[config.mk]
export PLATFORM = sky130hd
export DESIGN_NAME = spu_top
export DESIGN_NICKNAME = d
export VERILOG_FILES = /design/src/spu_pkg.sv /design/src/spu_baud.sv /design/src/spu_top.sv
export VERILOG_INCLUDE_DIRS = /design/src
export SDC_FILE = /design/constraint.sdc
export NUM_CORES = 1
export LEC_CHECK = 0
export ABC_CLOCK_PERIOD_IN_PS = 6700
export BUFFER_PORTS_ARGS = -buffer_cell sky130_fd_sc_hd__buf_2
export CORE_MARGIN = 8
export CORE_UTILIZATION = 53
export DETAILED_ROUTE_END_ITERATION = 6
export PLACE_DENSITY_LB_ADDON = 0.12
export SLEW_MARGIN = 25
export SYNTH_ARGS = -nofsm -noshare
export SYNTH_HDL_FRONTEND = slang
export SYNTH_SLANG_ARGS = --single-unit
[constraint.sdc]
create_clock -name clk -period 6.7 [get_ports clk]
set_input_delay 1.34 -clock clk [delete_from_list [all_inputs] [get_ports clk]]
set_output_delay 1.34 -clock clk [all_outputs]
set_load 0.03 [all_outputs]
[src/spu_consts.svh]
// Purpose: named constants for the serial port unit
// Assumes: included by bare name from the files that use its macros
// Notes: register codes, reset values, bit positions, counts
`ifndef SPU_CONSTS_SVH
`define SPU_CONSTS_SVH
`define SPU_A_PWR 4'h0
`define SPU_A_SERIAL_CONTROL 4'h1
`define SPU_A_SERIAL_DATA_BUFFER 4'h2
`define SPU_A_RLL 4'h3
`define SPU_A_RLH 4'h4
`define SPU_A_TIMER_CONTROL 4'h5
`define SPU_A_TL 4'h6
`define SPU_A_TH 4'h7
`define SPU_A_BSRC 4'h8
`define SPU_RST_ZERO 8'h00
`define SPU_RST_RLL 8'hd9
`define SPU_RST_RLH 8'h03
`define SPU_B_BAUD_DOUBLE 7
`define SPU_B_TR 6
`define SPU_B_BD 7
`define SPU_B_SM2 5
`define SPU_B_REN 4
`define SPU_B_TB8 3
`define SPU_B_RB8 2
`define SPU_B_TI 1
`define SPU_B_RI 0
`define SPU_PRE12_LAST 4'hb
`define SPU_PRE12_HALF 4'h5
`define SPU_TL_MAX 8'hff
`define SPU_BT_MAX 10'h3ff
`define SPU_OVS_CENTRE 4'h7
`define SPU_OVS_LAST 4'hf
`define SPU_M0_BITS 4'h8
`define SPU_TX_LAST_M1 4'h9
`define SPU_TX_LAST_M23 4'ha
`define SPU_RX_LAST_M1 4'h8
`define SPU_RX_LAST_M23 4'h9
`endif

[src/spu_pkg.sv]
// Purpose: types shared by the serial port unit files
// Assumes: nothing is imported, names are scoped
// Notes: state codes are one-hot
package spu_pkg;
  typedef enum logic [1:0] {
    spu_mode0 = 2'h0, spu_mode1 = 2'h1, spu_mode2 = 2'h2, spu_mode3 = 2'h3
  } spu_mode_type;
  typedef enum logic [2:0] {
    spu_tx_idle = 3'h1, spu_tx_async = 3'h2, spu_tx_sync = 3'h4
  } spu_tx_state_type;
  typedef enum logic [2:0] {
    spu_rx_idle = 3'h1, spu_rx_start = 3'h2, spu_rx_data = 3'h4
  } spu_rx_state_type;
endpackage

[src/spu_baud.sv]
// Purpose: baud sources: 8-bit auto-reload timer, 10-bit reload generator
// Assumes: single clock, asynchronous active-low reset
// Notes: tick16 is the 16x oversample pulse for modes 1 to 3
`timescale 1ns/100ps
`include "spu_consts.svh"
module spu_baud #(
  parameter logic [3:0] PRE_LAST = `SPU_PRE12_LAST,
  parameter logic [3:0] PRE_HALF = `SPU_PRE12_HALF
) (
  input wire logic clk,
  input wire logic rst_n,
  input wire logic [1:0] mode,
  input wire logic baud_double,
  input wire logic src_bit,
  input wire logic run,
  input wire logic [7:0] th,
  input wire logic [9:0] baud_reload_value,
  input wire logic tl_wr,
  input wire logic [7:0] tl_wdata,
  output logic [7:0] tl_val,
  output logic step12,
  output logic half12,
  output logic tick16
);
  logic [3:0] pre_reg;
  logic [7:0] tl_reg;
  logic [9:0] bt_reg;
  logic div2_reg;
  logic half_reg;
  logic step_run;
  logic tl_ovf;
  logic bt_ovf;
  logic src;

  // prescaler taps and overflow detection
  assign step12 = (pre_reg == PRE_LAST);
  assign half12 = (pre_reg == PRE_HALF);
  assign step_run = step12 & run;
  assign tl_ovf = step_run & (tl_reg == `SPU_TL_MAX);
  assign bt_ovf = div2_reg & (bt_reg == `SPU_BT_MAX);
  assign tl_val = tl_reg;
  // source pick by mode and bit
  assign src = (mode == spu_pkg::spu_mode2) ? div2_reg :
               mode[0] ? (src_bit ? bt_ovf : tl_ovf) : 1'b0;
  assign tick16 = src & (baud_double | half_reg);

  always_ff @(posedge clk or negedge rst_n) begin
    if (!rst_n) pre_reg <= 4'h0;
    else pre_reg <= step12 ? 4'h0 : pre_reg + 4'h1;
  end

  // eight-bit auto-reload timer; host write wins
  always_ff @(posedge clk or negedge rst_n) begin
    if (!rst_n) tl_reg <= `SPU_RST_ZERO;
    else if (tl_wr) tl_reg <= tl_wdata;
    else if (step_run) tl_reg <= tl_ovf ? th : tl_reg + 8'h01;
  end

  always_ff @(posedge clk or negedge rst_n) begin
    if (!rst_n) begin
      div2_reg <= 1'b0;
      bt_reg <= 10'h000;
    end else begin
      div2_reg <= ~div2_reg;
      if (div2_reg) bt_reg <= bt_ovf ? baud_reload_value : bt_reg + 10'h001;
    end
  end

  // halver gives 32 source pulses per bit, or 16 when doubled
  always_ff @(posedge clk or negedge rst_n) begin
    if (!rst_n) half_reg <= 1'b0;
    else if (src) half_reg <= ~half_reg;
  end
endmodule

[src/spu_top.sv]
// Purpose: serial port unit with host byte registers and four modes
// Assumes: 50 MHz clk, rst_n asynchronous active low, rx_pin asynchronous
// Notes: host_read_data is registered, valid the cycle after host_rd
// Notes on behaviour
// - timer is eight-bit auto-reload only
// - timer low byte steps every twelve clocks
// - low byte overflow reloads from high byte
// - timer runs only while run bit set
// - source bit picks timer or generator
// - reset clears all but reload pair
// - mode 0 shifts eight bits, clk/12
// - mode 1 ten-bit frame, LSB first
// - mode 1 stop bit goes to ninth flag
// - modes 2,3 eleven bits, ninth from flag
// - modes 2,3 ninth bit kept, stop ignored
// - mode 2 runs clk/64, doubled clk/32
// - data buffer write starts transmission
// - mode 0 receive when done clear, enabled
// - modes 1-3 receive start bit if enabled
// - multiprocessor, modes 2,3: done only when ninth bit one
// - modes 1,3 doubled by double bit
// - generator rate from ten-bit reload
// - timer rate from reload byte
// - four-bit register select codes
// - write latches byte on clock edge
// - read drives addressed register out
// - done flags sticky until software clears
// - interrupt high while either done flag
// - mode bits decode to modes 0-3
// - generator steps every two clocks
`timescale 1ns/100ps
`include "spu_consts.svh"
module spu_top (
  input wire logic clk,
  input wire logic rst_n,
  input wire logic [3:0] host_addr,
  input wire logic [7:0] host_write_data,
  input wire logic host_wr,
  input wire logic host_rd,
  output logic [7:0] host_read_data,
  output logic int_out,
  input wire logic rx_pin,
  output logic tx_pin,
  output logic shift_data_pin
);
  logic [7:2] power_baud_control_reg;
  logic [7:0] serial_control_reg;
  logic [7:0] rbuf_reg;
  logic [7:0] rll_reg;
  logic [7:0] rlh_reg;
  logic [7:0] timer_control_reg;
  logic [7:0] th_reg;
  logic bsrc_reg;
  logic [7:0] rdata_reg;
  logic [7:0] tl_val;
  logic step12;
  logic half12;
  logic tick16;
  logic rx_s1_reg;
  logic rx_s2_reg;
  logic rx_prev_reg;
  spu_pkg::spu_tx_state_type tx_state_reg;
  spu_pkg::spu_tx_state_type tx_state_next;
  spu_pkg::spu_rx_state_type rx_state_reg;
  spu_pkg::spu_rx_state_type rx_state_next;
  logic [10:0] tsh_reg;
  logic [3:0] tbit_reg;
  logic [3:0] tovs_reg;
  logic sclk_reg;
  logic m0_rx_reg;
  logic [9:0] rsh_reg;
  logic [3:0] rbit_reg;
  logic [3:0] rovs_reg;
  logic tx_pin_reg;
  logic sdo_reg;

  // host register decode
  function automatic logic hit(input logic [3:0] code, input logic [3:0] a, input logic s);
    hit = s & (a == code);
  endfunction

  // read selection; unused codes read zero
  function automatic logic [7:0] rd_mux(input logic [3:0] a, input logic [7:0] tl);
    case (a)
      `SPU_A_PWR: rd_mux = {power_baud_control_reg, 2'b00};
      `SPU_A_SERIAL_CONTROL: rd_mux = serial_control_reg;
      `SPU_A_SERIAL_DATA_BUFFER: rd_mux = rbuf_reg;
      `SPU_A_RLL: rd_mux = rll_reg;
      `SPU_A_RLH: rd_mux = rlh_reg;
      `SPU_A_TIMER_CONTROL: rd_mux = timer_control_reg;
      `SPU_A_TL: rd_mux = tl;
      `SPU_A_TH: rd_mux = th_reg;
      `SPU_A_BSRC: rd_mux = {bsrc_reg, 7'h00};
      default: rd_mux = 8'h00;
    endcase
  endfunction

  logic wr_power_baud_control;
  logic wr_serial_control;
  logic wr_serial_data_buffer;
  logic wr_tl;
  assign wr_power_baud_control = hit(`SPU_A_PWR, host_addr, host_wr);
  assign wr_serial_control = hit(`SPU_A_SERIAL_CONTROL, host_addr, host_wr);
  assign wr_serial_data_buffer = hit(`SPU_A_SERIAL_DATA_BUFFER, host_addr, host_wr);
  assign wr_tl = hit(`SPU_A_TL, host_addr, host_wr);

  spu_pkg::spu_mode_type mode;
  logic baud_double;
  logic sm2;
  logic ren;
  logic ti;
  logic ri;
  logic mode0;
  assign mode = spu_pkg::spu_mode_type'(serial_control_reg[7:6]);
  assign baud_double = power_baud_control_reg[`SPU_B_BAUD_DOUBLE];
  assign sm2 = serial_control_reg[`SPU_B_SM2];
  assign ren = serial_control_reg[`SPU_B_REN];
  assign ti = serial_control_reg[`SPU_B_TI];
  assign ri = serial_control_reg[`SPU_B_RI];
  assign mode0 = (mode == spu_pkg::spu_mode0);

  // baud sources; ten-bit reload from low byte and two bits
  spu_baud u_baud (
    .clk(clk),
    .rst_n(rst_n),
    .mode(serial_control_reg[7:6]),
    .baud_double(baud_double),
    .src_bit(bsrc_reg),
    .run(timer_control_reg[`SPU_B_TR]),
    .th(th_reg),
    .baud_reload_value({rlh_reg[1:0], rll_reg}),
    .tl_wr(wr_tl),
    .tl_wdata(host_write_data),
    .tl_val(tl_val),
    .step12(step12),
    .half12(half12),
    .tick16(tick16)
  );

  // rx pin synchroniser; the second stage and its delayed copy feed logic, the first does not
  always_ff @(posedge clk or negedge rst_n) begin
    if (!rst_n) begin
      rx_s1_reg <= 1'b1;
      rx_s2_reg <= 1'b1;
      rx_prev_reg <= 1'b1;
    end else begin
      rx_s1_reg <= rx_pin;
      rx_s2_reg <= rx_s1_reg;
      rx_prev_reg <= rx_s2_reg;
    end
  end

  // transmit / mode 0 engine decisions
  logic m0_rx_go;
  logic tx_last_hit;
  logic tx_done;
  logic m0_done;
  logic [3:0] tx_last;
  logic ninth_out;
  assign m0_rx_go = mode0 & ~ri & ren & ~wr_serial_data_buffer;
  assign tx_last = (mode == spu_pkg::spu_mode1) ? `SPU_TX_LAST_M1 : `SPU_TX_LAST_M23;
  assign tx_last_hit = tick16 & (tovs_reg == `SPU_OVS_LAST) & (tbit_reg == tx_last);
  assign m0_done = step12 & (tbit_reg == `SPU_M0_BITS);
  // mode 1 stop bit sits where the ninth bit would
  assign ninth_out = (mode == spu_pkg::spu_mode1) ? 1'b1 : serial_control_reg[`SPU_B_TB8];
  assign tx_done = (tx_state_reg == spu_pkg::spu_tx_async) & tx_last_hit |
                   (tx_state_reg == spu_pkg::spu_tx_sync) & m0_done & ~m0_rx_reg;

  // a buffer write restarts the engine even mid-frame
  always_comb begin
    tx_state_next = tx_state_reg;
    case (tx_state_reg)
      spu_pkg::spu_tx_idle: begin
        if (wr_serial_data_buffer) tx_state_next = mode0 ? spu_pkg::spu_tx_sync : spu_pkg::spu_tx_async;
        else if (m0_rx_go) tx_state_next = spu_pkg::spu_tx_sync;
      end
      spu_pkg::spu_tx_async: begin
        if (wr_serial_data_buffer) tx_state_next = mode0 ? spu_pkg::spu_tx_sync : spu_pkg::spu_tx_async;
        else if (tx_last_hit) tx_state_next = spu_pkg::spu_tx_idle;
      end
      spu_pkg::spu_tx_sync: begin
        if (wr_serial_data_buffer) tx_state_next = mode0 ? spu_pkg::spu_tx_sync : spu_pkg::spu_tx_async;
        else if (m0_done) tx_state_next = spu_pkg::spu_tx_idle;
      end
      default: tx_state_next = spu_pkg::spu_tx_idle;
    endcase
  end

  // async frame: start, data, ninth or stop, stop
  // mode 0: clock low at step, rise at half, LSB first
  always_ff @(posedge clk or negedge rst_n) begin
    if (!rst_n) begin
      tx_state_reg <= spu_pkg::spu_tx_idle;
      tsh_reg <= 11'h7ff;
      tbit_reg <= 4'h0;
      tovs_reg <= 4'h0;
      sclk_reg <= 1'b1;
      m0_rx_reg <= 1'b0;
    end else begin
      tx_state_reg <= tx_state_next;
      if (wr_serial_data_buffer) begin
        tsh_reg <= {1'b1, ninth_out, host_write_data, 1'b0};
        tbit_reg <= 4'h0;
        tovs_reg <= 4'h0;
        sclk_reg <= 1'b1;
        m0_rx_reg <= 1'b0;
        if (mode0) tsh_reg <= {3'h7, host_write_data};
      end else if (tx_state_reg == spu_pkg::spu_tx_idle) begin
        tbit_reg <= 4'h0;
        sclk_reg <= 1'b1;
        m0_rx_reg <= m0_rx_go;
      end else if (tx_state_reg == spu_pkg::spu_tx_async) begin
        if (tick16) tovs_reg <= tovs_reg + 4'h1;
        if (tick16 && tovs_reg == `SPU_OVS_LAST) begin
          tsh_reg <= {1'b1, tsh_reg[10:1]};
          tbit_reg <= tbit_reg + 4'h1;
        end
      end else if (step12) begin
        sclk_reg <= m0_done;
        if (tbit_reg != 4'h0 && !m0_rx_reg) tsh_reg <= {1'b1, tsh_reg[10:1]};
      end else if (half12 && !sclk_reg) begin
        sclk_reg <= 1'b1;
        tbit_reg <= tbit_reg + 4'h1;
        if (m0_rx_reg) tsh_reg <= {3'h7, rx_s2_reg, tsh_reg[7:1]};
      end
    end
  end

  // pin drivers; idle line is high
  always_ff @(posedge clk or negedge rst_n) begin
    if (!rst_n) begin
      tx_pin_reg <= 1'b1;
      sdo_reg <= 1'b1;
    end else begin
      tx_pin_reg <= (tx_state_reg == spu_pkg::spu_tx_sync) ? sclk_reg :
                    (tx_state_reg == spu_pkg::spu_tx_async) ? tsh_reg[0] : 1'b1;
      sdo_reg <= (tx_state_reg == spu_pkg::spu_tx_sync) & ~m0_rx_reg ? tsh_reg[0] : 1'b1;
    end
  end
  assign tx_pin = tx_pin_reg;
  assign shift_data_pin = sdo_reg;

  // receive decisions on the oversample grid
  logic rx_fall;
  logic rx_centre;
  logic rx_bit_end;
  logic [3:0] rx_last;
  logic rx_finish;
  logic [7:0] rx_data;
  logic rx_ninth;
  logic rx_accept;
  assign rx_fall = rx_prev_reg & ~rx_s2_reg;
  assign rx_centre = tick16 & (rovs_reg == `SPU_OVS_CENTRE);
  assign rx_bit_end = tick16 & (rovs_reg == `SPU_OVS_LAST);
  assign rx_last = (mode == spu_pkg::spu_mode1) ? `SPU_RX_LAST_M1 : `SPU_RX_LAST_M23;
  assign rx_finish = (rx_state_reg == spu_pkg::spu_rx_data) & rx_bit_end & (rbit_reg == rx_last);
  // mode 1 stop is the ninth flag; modes 2,3 take bit nine
  assign rx_data = (mode == spu_pkg::spu_mode1) ? rsh_reg[9:2] : rsh_reg[8:1];
  assign rx_ninth = (mode == spu_pkg::spu_mode1) ? rx_s2_reg : rsh_reg[9];
  // address filter in modes 2 and 3
  assign rx_accept = rx_finish & ~(mode[1] & sm2 & ~rx_ninth);

  // start only while enabled and not in mode 0
  always_comb begin
    rx_state_next = rx_state_reg;
    case (rx_state_reg)
      spu_pkg::spu_rx_idle:
        if (rx_fall && ren && !mode0) rx_state_next = spu_pkg::spu_rx_start;
      spu_pkg::spu_rx_start:
        if (rx_centre) rx_state_next = rx_s2_reg ? spu_pkg::spu_rx_idle : spu_pkg::spu_rx_data;
      spu_pkg::spu_rx_data:
        if (rx_finish) rx_state_next = spu_pkg::spu_rx_idle;
      default: rx_state_next = spu_pkg::spu_rx_idle;
    endcase
  end

  // count restarts at the start-bit centre so later samples land mid-bit
  always_ff @(posedge clk or negedge rst_n) begin
    if (!rst_n) begin
      rx_state_reg <= spu_pkg::spu_rx_idle;
      rsh_reg <= 10'h000;
      rbit_reg <= 4'h0;
      rovs_reg <= 4'h0;
    end else begin
      rx_state_reg <= rx_state_next;
      if (rx_state_reg == spu_pkg::spu_rx_idle) begin
        rovs_reg <= 4'h0;
        rbit_reg <= 4'h0;
      end else if (rx_centre && rx_state_reg == spu_pkg::spu_rx_start) begin
        rovs_reg <= 4'h0;
      end else if (tick16) begin
        rovs_reg <= rovs_reg + 4'h1;
        if (rx_bit_end && !rx_finish) begin
          rsh_reg <= {rx_s2_reg, rsh_reg[9:1]};
          rbit_reg <= rbit_reg + 4'h1;
        end
      end
    end
  end

  // hardware set wins over a host write that clears in the same cycle
  logic m0_rx_done;
  logic ri_set;
  logic [7:0] serial_control_wr;
  logic [7:0] serial_control_next;
  assign m0_rx_done = (tx_state_reg == spu_pkg::spu_tx_sync) & m0_done & m0_rx_reg & ~wr_serial_data_buffer;
  assign ri_set = rx_accept | m0_rx_done;
  assign serial_control_wr = wr_serial_control ? host_write_data : serial_control_reg;
  assign serial_control_next = {serial_control_wr[7:3], rx_accept ? rx_ninth : serial_control_wr[`SPU_B_RB8],
                      serial_control_wr[`SPU_B_TI] | tx_done, serial_control_wr[`SPU_B_RI] | ri_set};

  // host registers; reload pair resets to its own value
  always_ff @(posedge clk or negedge rst_n) begin
    if (!rst_n) begin
      power_baud_control_reg <= 6'h00;
      serial_control_reg <= `SPU_RST_ZERO;
      rbuf_reg <= `SPU_RST_ZERO;
      rll_reg <= `SPU_RST_RLL;
      rlh_reg <= `SPU_RST_RLH;
      timer_control_reg <= `SPU_RST_ZERO;
      th_reg <= `SPU_RST_ZERO;
      bsrc_reg <= 1'b0;
    end else begin
      serial_control_reg <= serial_control_next;
      if (wr_power_baud_control) power_baud_control_reg <= host_write_data[7:2];
      if (hit(`SPU_A_RLL, host_addr, host_wr)) rll_reg <= host_write_data;
      if (hit(`SPU_A_RLH, host_addr, host_wr)) rlh_reg <= host_write_data;
      if (hit(`SPU_A_TIMER_CONTROL, host_addr, host_wr)) timer_control_reg <= host_write_data;
      if (hit(`SPU_A_TH, host_addr, host_wr)) th_reg <= host_write_data;
      // only the source bit is stored
      if (hit(`SPU_A_BSRC, host_addr, host_wr)) bsrc_reg <= host_write_data[`SPU_B_BD];
      // overrun simply overwrites the unread byte
      if (rx_accept) rbuf_reg <= rx_data;
      else if (m0_rx_done) rbuf_reg <= tsh_reg[7:0];
    end
  end

  // read data captured on the strobe, held otherwise
  always_ff @(posedge clk or negedge rst_n) begin
    if (!rst_n) rdata_reg <= 8'h00;
    else if (host_rd) rdata_reg <= rd_mux(host_addr, tl_val);
  end
  assign host_read_data = rdata_reg;

  assign int_out = ti | ri;
endmodule

==> results.md <==
* Status: complete, no violations
* Netlist Area Pre-Place at 7140 sq um
* Pwr dens at 308 nW/um^2
* Drt pass-1 iters at 5
* CP Capture Type: register
* Pin count of the biggest net entering global routing at 83
* CTS tree: built
* Crit path max fanout at 23
* P_int at 1.68 mW
* Root Buffer: clkbuf_16
* # diodes at 0
* Area share of fa/ha/maj cells after synthesis at 0.0158
* First-pass GRT wire length at 30,200 um
* Final Max Slew Viols at 0
* Final hold violations at 0
* Rows at 42
* Synth Area in Simple Gates at 0.170
* Synth Area in XOR/XNOR at 0.0184
* Sw frac at 0.313
* Die width at 132 um
* Worst hold path cell count at 0
* Total GRT Usage at 0.220
* Post-CTS Hold Fix Bufs at 0
* Crit path buffers/inverters at 1
* Layout cell share with drive strength beyond 1 at 0.239
* I/O pin count at 28
* RR Startpoint: u_baud.bt_reg[0]$_DFFE_PN0P_
* Routability cong. at 0.899
* Max Clk Rate at 325 MHz
* Worst-case vdd ir drop at 0.191 mV
* Sink Count at 135
* CP max-delay cell: nor4b_2
* DIE HEIGHT at 132 um
* Part of the power in registers at 0.457
* Most common cell in the synthesized netlist: dfrtp_1
* Net Count, Synth at 710
* Post-synth top area share at 0.385
* Setup Skew at 0.0131 ns
* Initial antenna violation count at 0
* Post-synthesis async set-or-reset flop share at 1.00
* Vias at 5,512
* Comb power frac at 0.176
* Worst hold start: rx_s1_reg$_DFF_PN1_
* Post-layout min period at 3.08 ns
* Longest Clk Path Bufs at 2
* Dpl cell area at 7410 sq um
* Fin area at 7980 sq um
* Fill cell count at 1,087
* WL final at 18,300 um
* Yosys cell types at 68
* Post-CTS Resized at 0
* Worst reg-to-reg path cell count at 7
* Synth area leaders: dfrtp_1 39%, dfstp_2 9.2%, mux2_2 9.1%
* CP startpoint kind: input pin
* Synth Register Bits at 135
* DRC violations left at 0
* Iter 0 DRT Violations at 587
* CP startpoint: host_addr[0]
* CP delay by family, top: simple AND/OR/NAND/NOR gates
* Period utilization at 0.459
* P&R area growth vs syn at 11.6%
* Synth top cells by count: 110 x dfrtp_1, 75 x nand2_1, 58 x mux2_2
* Max cap viols at 0
* Detailed placement HPWL at 13,000 um
* Switching pwr at 0.769 mW
* Mean post-synth cell area at 10.4 sq um
* Post-synthesis compound-gate area fraction at 0.128
* Initial core utilization at 0.542
* TNS Setup at 0 ns
* Post-synth top area cell: dfrtp_1
* RSZ-0062 raised after global routing: no
* Top FF cell, synth: dfrtp_1
* Vias in the first global route at 5,502
* Post-Synthesis Cells at 684
* Levels on crit path at 5
* Postcts setup bufs at 0
* Port Buffers at 27
* Skew-Pair Late Insertion Delay at 0.43 ns
* Worst-path clk slew at 0.06 ns
* Synth Warn # at 0
* Wire per inst at 20.6 um
* CP peak stage delay at 0.57 ns
* P_leak at 3.38 nW
* H-tree Lvls at 4
* Die area at 17,500 sq um
* Worst setup path class: in -> reg
* Nets at 724
* Slew HR at 0.363
* Clock Power Share at 0.367
* Post-route ant nets at 0
* Worst min path class: reg -> reg
* Total core area at 13,200 sq um
* Final Power at 2.45 mW
* Post-synthesis mux area share at 0.160
* Multi-input logic area at 3530 sq um
* Storage cell area at 3410 sq um
* EDFF count, synth at 0
* Worst path cell trace: buf_2 -> nor4b_2 -> nand2_1 -> mux2_2 -> or3_1
* Required time at the worst-slack endpoint at 7.01 ns
* Worst-Margin Slew at 0.953 ns
* Register area share after synthesis at 0.477
* Largest family of logic cells by synthesized area: simple AND/OR/NAND/NOR gates
* Grt ovf at 0
* Drt via density at 6.21
* Count of final setup violators at 0
* Crit path DAT at 3.39 ns
* Cts bufs inserted at 17
power groups by stage:
stage	registers, mW	logic (mW)	clock network [mW]
floorplan	1.07	0.324	0
global placement	1.13	0.415	0
detailed placement	1.13	0.429	0
CTS	1.12	0.432	0.914
global route	1.14	0.478	0.957
finish	1.12	0.431	0.901
path summary, 6_finish.rpt:
check                                                  end  slack [ns]
max reg2reg                        rovs_reg[3]$_DFFE_PN0P_        3.71
min in group asynchronous      u_baud.pre_reg[3]$_DFF_PN0_        0.97
min reg2reg                            rx_s2_reg$_DFF_PN1_        0.36
max                        serial_control_reg[0]$_DFF_PN0_        3.62
max in group asynchronous     u_baud.bt_reg[4]$_DFFE_PN0P_        4.57
min                                    rx_s2_reg$_DFF_PN1_        0.36
final cells by class:
| class | instances | area share |
|---|---|---|
| clock buffers | 19 | 0.0555 |
| clock inverters | 13 | 0.0154 |
| inverters | 20 | 0.00941 |
| multi-input cells | 492 | 0.442 |
| flip-flops and latches | 135 | 0.427 |
| well taps | 176 | 0.0276 |
| repair buffers | 32 | 0.0224 |
layout by cell type, fill, tap and decap left out, drive strengths merged, types with 5 or more instances in the layout:
cell	synthesis	routed
a2111oi	5	5
a211oi	5	5
a21oi	37	37
a221o	8	8
a22oi	5	5
buf	13	32
clkbuf	24	19
dfrtp	110	110
dfstp	25	25
ha	9	9
inv	20	25
mux2	58	58
mux2i	42	42
nand2	75	75
nand2b	7	7
nand3	25	25
nand3b	5	5
nand4	7	7
nor2	51	51
nor2b	6	6
nor3	10	10
nor3b	6	6
nor4	7	7
o21ai	36	36
o22ai	7	7
o31ai	6	6
o32ai	5	5
xnor2	10	10
xor2	5	5
cell families (layout without fill, tap and decap cells):
group | count (synthesis) | after routing
AND/OR/NAND/NOR | 230 | 230
AO/OA/AOI/OAI | 135 | 135
flip-flops | 135 | 135
multiplexers | 103 | 103
buffers and inverters | 57 | 84
XOR/XNOR | 15 | 15
adder cells (fa/ha/maj) | 9 | 9
metal layers:
layer | GRT usage | wire length (um)
met1 | 0.275 | 7890
met2 | 0.358 | 9040
met3 | 0.0526 | 996
met4 | 0.0887 | 386
met5 | 0 | 0
through the flow:
step,hold WS (ns),instances,util,setup WS (ns)
global placement,0.347,855,0.562,3.28
CTS,0.355,887,0.605,3.69
finish,0.356,887,0.605,3.62
detailed placement,0.347,855,0.562,3.24
floorplan,0.345,684,-,3.65
global route,0.359,887,0.605,3.48
Note: power is estimated with default switching activity, not from simulation.
